$ cat src/sfl_pkg.sv
// constants for the sticky fault status latch
// assumes one 25 MHz clock and an axi4-lite master for software
//
// Function
// latch diode path self-test pass and fail until faults are cleared
// latch a shutdown flag whenever the main output turns off
// keep voltage, current, fan, input, unknown, cml, fault flags latched
// response settings change only on an explicit host write
// clearing faults leaves the response settings untouched
// a flag whose condition persists reasserts after clearing
// operational state bits follow live condition, never latched
// drive the active-low alert output when attention is needed
package sfl_pkg;
    localparam int FLT_W = 12;
    localparam int OPS_W = 8;
    localparam logic [7:0] ADDR_FAULT = 8'h00;
    localparam logic [7:0] ADDR_LIVE = 8'h04;
    localparam logic [7:0] ADDR_OPSTATE = 8'h08;
    localparam logic [7:0] ADDR_CLEAR = 8'h0c;
    localparam logic [7:0] ADDR_OC_RESP = 8'h10;
    localparam logic [7:0] ADDR_OT_RESP = 8'h14;
    localparam logic [7:0] ADDR_IRQ_STAT = 8'h18;
    localparam logic [7:0] ADDR_IRQ_MASK = 8'h1c;
    // fault bit positions
    localparam int B_DIODE_PASS = 0;
    localparam int B_DIODE_FAIL = 1;
    localparam int B_SHUTDOWN = 2;
    localparam int B_OV = 3;
    localparam int B_UV = 4;
    localparam int B_OC = 5;
    localparam int B_FAN = 6;
    localparam int B_INPUT = 7;
    localparam int B_UNKNOWN = 8;
    localparam int B_CML = 9;
    localparam int B_INT_FLT = 10;
    localparam int B_EXT_FLT = 11;
    // interrupt bit positions
    localparam int I_NEW_FAULT = 0;
    localparam int I_CLEARED = 1;
    localparam int IRQ_W = 2;
    localparam logic [7:0] OC_RESP_RST = 8'h00;
    localparam logic [7:0] OT_RESP_RST = 8'h00;
    localparam logic [1:0] RESP_OKAY = 2'b00;
    localparam logic [1:0] RESP_SLVERR = 2'b10;
endpackage : sfl_pkg

$ cat src/sfl_latch.sv
// sticky fault status latch with axi4-lite register access
// assumes condition inputs are asynchronous levels from the supply
//
// Implementation choices: the AXI4-Lite interface to the registers and the register offsets.
`timescale 1ns/1ps
module sfl_latch
    import sfl_pkg::*;
(
    input wire logic sys_clk,
    input wire logic rst_n,
    input wire logic [FLT_W-1:0] cond_in,
    input wire logic out_on_in,
    input wire logic [OPS_W-1:0] opstate_in,
    input wire logic pmb_clear_in,
    input wire logic [7:0] s_axi_awaddr,
    input wire logic s_axi_awvalid,
    output logic s_axi_awready,
    input wire logic [31:0] s_axi_wdata,
    input wire logic [3:0] s_axi_wstrb,
    input wire logic s_axi_wvalid,
    output logic s_axi_wready,
    output logic [1:0] s_axi_bresp,
    output logic s_axi_bvalid,
    input wire logic s_axi_bready,
    input wire logic [7:0] s_axi_araddr,
    input wire logic s_axi_arvalid,
    output logic s_axi_arready,
    output logic [31:0] s_axi_rdata,
    output logic [1:0] s_axi_rresp,
    output logic s_axi_rvalid,
    input wire logic s_axi_rready,
    output logic alert_n,
    output logic irq,
    output logic [7:0] oc_resp,
    output logic [7:0] ot_resp
);

    ////////////////////////////////////////////////////////////////////
    // input synchronisers
    logic [FLT_W-1:0] cond_m_q, cond_q;
    logic on_m_q, on_q, on_d1_q;
    logic [OPS_W-1:0] ops_m_q, ops_q;
    logic clr_m_q, clr_q, clr_d1_q;

    always_ff @(posedge sys_clk)
    begin
        if (!rst_n)
        begin
            cond_m_q <= '0;
            cond_q <= '0;
            // idle as output on, so no false shutdown after reset
            on_m_q <= 1'b1;
            on_q <= 1'b1;
            on_d1_q <= 1'b1;
            ops_m_q <= '0;
            ops_q <= '0;
            clr_m_q <= 1'b0;
            clr_q <= 1'b0;
            clr_d1_q <= 1'b0;
        end
        else
        begin
            cond_m_q <= cond_in;
            cond_q <= cond_m_q;
            on_m_q <= out_on_in;
            on_q <= on_m_q;
            on_d1_q <= on_q;
            ops_m_q <= opstate_in;
            ops_q <= ops_m_q;
            clr_m_q <= pmb_clear_in;
            clr_q <= clr_m_q;
            clr_d1_q <= clr_q;
        end
    end

    ////////////////////////////////////////////////////////////////////
    // axi4-lite write channel
    logic aw_got_q, w_got_q;
    logic [7:0] awaddr_q;
    logic [31:0] wdata_q;
    logic [3:0] wstrb_q;
    logic wr_fire;

    assign wr_fire = aw_got_q && w_got_q && !s_axi_bvalid;

    always_ff @(posedge sys_clk)
    begin
        if (!rst_n)
        begin
            aw_got_q <= 1'b0;
            w_got_q <= 1'b0;
            awaddr_q <= '0;
            wdata_q <= '0;
            wstrb_q <= '0;
            s_axi_awready <= 1'b0;
            s_axi_wready <= 1'b0;
            s_axi_bvalid <= 1'b0;
            s_axi_bresp <= RESP_OKAY;
        end
        else
        begin
            s_axi_awready <= !aw_got_q && !s_axi_awready && s_axi_awvalid;
            s_axi_wready <= !w_got_q && !s_axi_wready && s_axi_wvalid;
            if (s_axi_awvalid && s_axi_awready)
            begin
                aw_got_q <= 1'b1;
                awaddr_q <= s_axi_awaddr;
            end
            if (s_axi_wvalid && s_axi_wready)
            begin
                w_got_q <= 1'b1;
                wdata_q <= s_axi_wdata;
                wstrb_q <= s_axi_wstrb;
            end
            if (wr_fire)
            begin
                aw_got_q <= 1'b0;
                w_got_q <= 1'b0;
                s_axi_bvalid <= 1'b1;
                s_axi_bresp <= addr_ok(awaddr_q) ? RESP_OKAY : RESP_SLVERR;
            end
            else if (s_axi_bvalid && s_axi_bready)
                s_axi_bvalid <= 1'b0;
        end
    end

    function automatic logic addr_ok(input logic [7:0] a);
        addr_ok = (a[1:0] == 2'b00) && (a <= ADDR_IRQ_MASK);
    endfunction : addr_ok

    function automatic logic wr_hit(input logic [7:0] a);
        wr_hit = wr_fire && (awaddr_q[7:2] == a[7:2]) && wstrb_q[0];
    endfunction : wr_hit

    ////////////////////////////////////////////////////////////////////
    // sticky fault flags
    logic [FLT_W-1:0] fault_q, set_v;
    logic clear_cmd;

    assign clear_cmd = (clr_q && !clr_d1_q)
        || (wr_hit(ADDR_CLEAR) && wdata_q[0]);

    always_comb
    begin
        set_v = cond_q;
        set_v[B_SHUTDOWN] = cond_q[B_SHUTDOWN]
            || (on_d1_q && !on_q) || !on_q;
    end

    always_ff @(posedge sys_clk)
    begin
        if (!rst_n)
            fault_q <= '0;
        else if (clear_cmd)
            fault_q <= set_v;
        else
            fault_q <= fault_q | set_v;
    end

    ////////////////////////////////////////////////////////////////////
    // response settings, unaffected by clear
    always_ff @(posedge sys_clk)
    begin
        if (!rst_n)
        begin
            oc_resp <= OC_RESP_RST;
            ot_resp <= OT_RESP_RST;
        end
        else
        begin
            if (wr_hit(ADDR_OC_RESP))
                oc_resp <= wdata_q[7:0];
            if (wr_hit(ADDR_OT_RESP))
                ot_resp <= wdata_q[7:0];
        end
    end

    ////////////////////////////////////////////////////////////////////
    // interrupt status and mask
    logic [IRQ_W-1:0] istat_q, imask_q, ievt;
    logic [FLT_W-1:0] fault_d1_q;

    always_comb
    begin
        ievt = '0;
        ievt[I_NEW_FAULT] = |(fault_q & ~fault_d1_q);
        ievt[I_CLEARED] = clear_cmd;
    end

    always_ff @(posedge sys_clk)
    begin
        if (!rst_n)
        begin
            fault_d1_q <= '0;
            istat_q <= '0;
            imask_q <= '0;
            irq <= 1'b0;
            alert_n <= 1'b1;
        end
        else
        begin
            fault_d1_q <= fault_q;
            if (wr_hit(ADDR_IRQ_STAT))
                istat_q <= (istat_q & ~wdata_q[IRQ_W-1:0]) | ievt;
            else
                istat_q <= istat_q | ievt;
            if (wr_hit(ADDR_IRQ_MASK))
                imask_q <= wdata_q[IRQ_W-1:0];
            irq <= |(istat_q & imask_q);
            alert_n <= !(|fault_q);
        end
    end

    ////////////////////////////////////////////////////////////////////
    // axi4-lite read channel
    always_ff @(posedge sys_clk)
    begin
        if (!rst_n)
        begin
            s_axi_arready <= 1'b0;
            s_axi_rvalid <= 1'b0;
            s_axi_rdata <= '0;
            s_axi_rresp <= RESP_OKAY;
        end
        else
        begin
            s_axi_arready <= !s_axi_rvalid && !s_axi_arready
                && s_axi_arvalid;
            if (s_axi_arvalid && s_axi_arready)
            begin
                s_axi_rvalid <= 1'b1;
                s_axi_rresp <= addr_ok(s_axi_araddr) ? RESP_OKAY
                    : RESP_SLVERR;
                unique case (s_axi_araddr)
                    ADDR_FAULT: s_axi_rdata <= 32'(fault_q);
                    ADDR_LIVE: s_axi_rdata <= 32'(cond_q);
                    ADDR_OPSTATE: s_axi_rdata <= 32'(ops_q);
                    ADDR_OC_RESP: s_axi_rdata <= 32'(oc_resp);
                    ADDR_OT_RESP: s_axi_rdata <= 32'(ot_resp);
                    ADDR_IRQ_STAT: s_axi_rdata <= 32'(istat_q);
                    ADDR_IRQ_MASK: s_axi_rdata <= 32'(imask_q);
                    default: s_axi_rdata <= 32'h0000_0000;
                endcase
            end
            else if (s_axi_rvalid && s_axi_rready)
                s_axi_rvalid <= 1'b0;
        end
    end

endmodule : sfl_latch

$ cat config.mk
export PLATFORM = sky130hd
export DESIGN_NAME = sfl_latch
export DESIGN_NICKNAME = d
export VERILOG_FILES = /design/src/sfl_pkg.sv /design/src/sfl_latch.sv
export SDC_FILE = /design/constraint.sdc
export NUM_CORES = 1
export LEC_CHECK = 0
export ABC_AREA = 1
export BUFFER_PORTS_ARGS = -buffer_cell sky130_fd_sc_hd__buf_2
export CAP_MARGIN = 20
export CORE_MARGIN = 4
export CORE_UTILIZATION = 56
export DETAILED_ROUTE_END_ITERATION = 12
export HOLD_SLACK_MARGIN = 0.03
export PLACE_DENSITY = 0.93
export SLEW_MARGIN = 5
export SYNTH_ARGS = -nofsm -noshare
export SYNTH_HDL_FRONTEND = slang
export SYNTH_SLANG_ARGS = --single-unit
$ cat constraint.sdc
create_clock -name sys_clk -period 2.43 [get_ports sys_clk]
set_input_delay 0.486 -clock sys_clk [delete_from_list [all_inputs] [get_ports sys_clk]]
set_output_delay 0.486 -clock sys_clk [all_outputs]
set_load 0.05 [all_outputs]
==> impl_metrics.py <==
metrics = {
    "placement": {
        "port-buffer-count": 90,
        "place.gp.congestion": 0.880,
        "dp_hpwl_mm": 7.56,
    },
    "layout": {
        "fin_util": 0.683,
        "layout.nets": 804,
        "antenna_cells": 0,
        "drive_gt1_frac": 0.208,
        "syn2layout_area_growth_pct": 19.1,
    },
    "die": {
        "die_h_um": 102,
        "io_pins": 140,
        "die_area_um2": 10500,
        "die_w_um": 102,
        "row_count": 34,
        "start_util": 0.574,
        "core_um2": 8680,
    },
    "sta": {
        "timing.fmax_mhz": 597,
        "relSlewSlack": 0.387,
        "fin_crit_sh": 0.689,
        "finalSetupTns_ps": 0,
        "whs_ps": 154,
        "worstMarginPinSlew_ps": 919,
        "hold_viol_final": 0,
        "drv_slew": 0,
        "fin_crit_ps": 1680,
        "fin_skew_ps": 8.04,
        "setup_violations": 0,
        "rsz0062_at_grt": "false",
    },
    "clock_tree": {
        "cts_hold_buf": 0,
        "h-tree-depth": 4,
        "cts_setup_buffers": 0,
        "clock_latency_ps": 510,
        "cts_tree": "yes",
        "clkSinkCount": 129,
        "clkTransAtPathRegs_ps": 60,
        "cts_root_buffer": "clkbuf_8",
        "cts_buffer_depth": 2,
        "cts_resized": 0,
        "cts_made_buffers": 17,
    },
    "power_and_ir_drop": {
        "p_per_area_nw_per_um2": 824,
        "total_power_w": 0.00489,
        "p_leak_nw": 3.00,
        "max-vdd-ir-drop_uv": 577,
    },
    "logic_synthesis": {
        "synth_area_leaders": "dfxtp_1, nand2_1, inv_1, o21ai_0, a21oi_1",
        "syn_area_per_cell_um2": 7.85,
        "synth.distinct_cells": 32,
        "synth_warnings": 0,
        "ys_seq_area_frac": 0.519,
        "synthArstFlopShare": 0,
        "syn_inst": 634,
        "synth.top_cell.area_share": 0.519,
        "synth_most_common_cell": "dfxtp_1",
        "synth_seq_cells": 129,
        "synthFlopType": "dfxtp_1",
        "syn-cell-area_um2": 4980,
        "yosysTopAreaCell": "dfxtp_1",
        "synth_common_cells": "dfxtp_1, nand2_1, inv_1, nor2_1, o21ai_0",
        "synth_edf_count": 0,
    },
    "worst_setup_path": {
        "cpLargestDelayFamily": "flip-flops",
        "critPathSlowestCell": "dfxtp_1",
        "path_cells": "buf_2",
        "cp.arrival_ps": 1190,
        "critPathRequiredTime_ps": 1940,
        "cp_max_fo": 3,
        "path_buf_inv": 1,
        "crit_path_start_kind": "flop",
        "path_class": "flop to primary output",
        "crit_path_end_kind": "primary output",
        "slowest_delay_ps": 390,
    },
    "global_route": {
        "grt_pass1_wl_mm": 17.6,
        "antenna_found_initial": 0,
        "grt_max_degree": 103,
        "grt_pass1_vias": 4010,
        "gr-total-overflow": 0,
        "track_usage": 0.214,
    },
    "drt": {
        "firstDrtPassIters": 5,
        "viasPerCell": 5.00,
        "post-route-drc-count": 0,
        "wire_per_inst_um": 13.0,
        "drt-initial-drc-count": 272,
        "ant_nets": 0,
        "drt_wl_total_mm": 11.0,
        "vias": 4219,
    },
    "worst_hold_path": {
        "worst_hold_path_type": "primary input to flop",
    },
    "job": {
        "cap_violations": 0,
    },
    "status": {
        "status": "completed",
    },
}
per-layer routing:
| metal | GRT usage | vias to the layer above | wire [um] |
|---|---|---|---|
| met3 | 0.0621 | 30 | 794 |
| met5 | 0 | - | 0 |
| met4 | 0.103 | 0 | 293 |
| met2 | 0.361 | 180 | 5310 |
| li1 | - | 2119 | - |
| met1 | 0.250 | 1890 | 4590 |
power breakdown:
group / switching (W) / internal [W] / leakage [nW]
Clock: 0.000864 / 0.00142 / 0.263
Sequential: 0.0000424 / 0.00220 / 1.06
Combinational: 0.000258 / 0.0000996 / 1.68
path summary, 6_finish.rpt:
check                           slack (ps)  cells past startpoint          end       start
worst max-delay path                   750                      1   oc_resp[0]  oc_resp[0]
worst min-delay path                   150                      3  cond_m_q[7]  cond_in[7]
worst max register to register         840                      7   oc_resp[0]     w_got_q
worst min register to register         410                      2     ops_q[6]  ops_m_q[6]
logic make-up after synthesis:
family / count (synthesis) / share of synthesized area
buffers and inverters: 162 / 0.147
DFF: 129 / 0.519
AOI/OAI and AO/OA: 118 / 0.131
other: 1 / 0.000753
and+or+nand+nor: 224 / 0.202
through the flow:
step,worst slack [ps],cells,area (um^2)
6_report,755,844,5930
2_1_floorplan,1000,655,5060
5_1_grt,719,844,5930
4_1_cts,743,844,5930
3_5_place_dp,620,812,5380
3_3_place_gp,672,812,5380
final cells by class:
class	instances	area [um^2]
Clock inverter	10	85.1
Timing Repair Buffer	94	480
Tap cell	108	135
Sequential cell	129	2580
Multi-Input combinational cell	364	1740
Clock buffer	22	463
Inverter	117	439
Fill cell	690	2750
state kept, by name, indices dropped and copies added (netlist names), 2 cells and up:
signal       flops
s_axi_rdata     12
istat_q          2
ops_q            8
oc_resp          8
cond_m_q        12
fault_d1_q      12
wdata_q          8
ops_m_q          8
ot_resp          8
cond_q          12
fault_q         12
imask_q          2
awaddr_q         8
placed cells by master, fill, tap and decap left out, types with 16 or more instances in the layout:
cell       Yosys  routed
buf_2          2      90
a21oi_1       40      40
nand3_1       35      35
inv_1        114     114
dfxtp_1      129     129
o22ai_1       16      16
nor2_1        43      43
clkbuf_16      0      16
conb_1         1      22
nand2_1      118     118
o21ai_0       42      42
(Power assumes the default switching activity.)
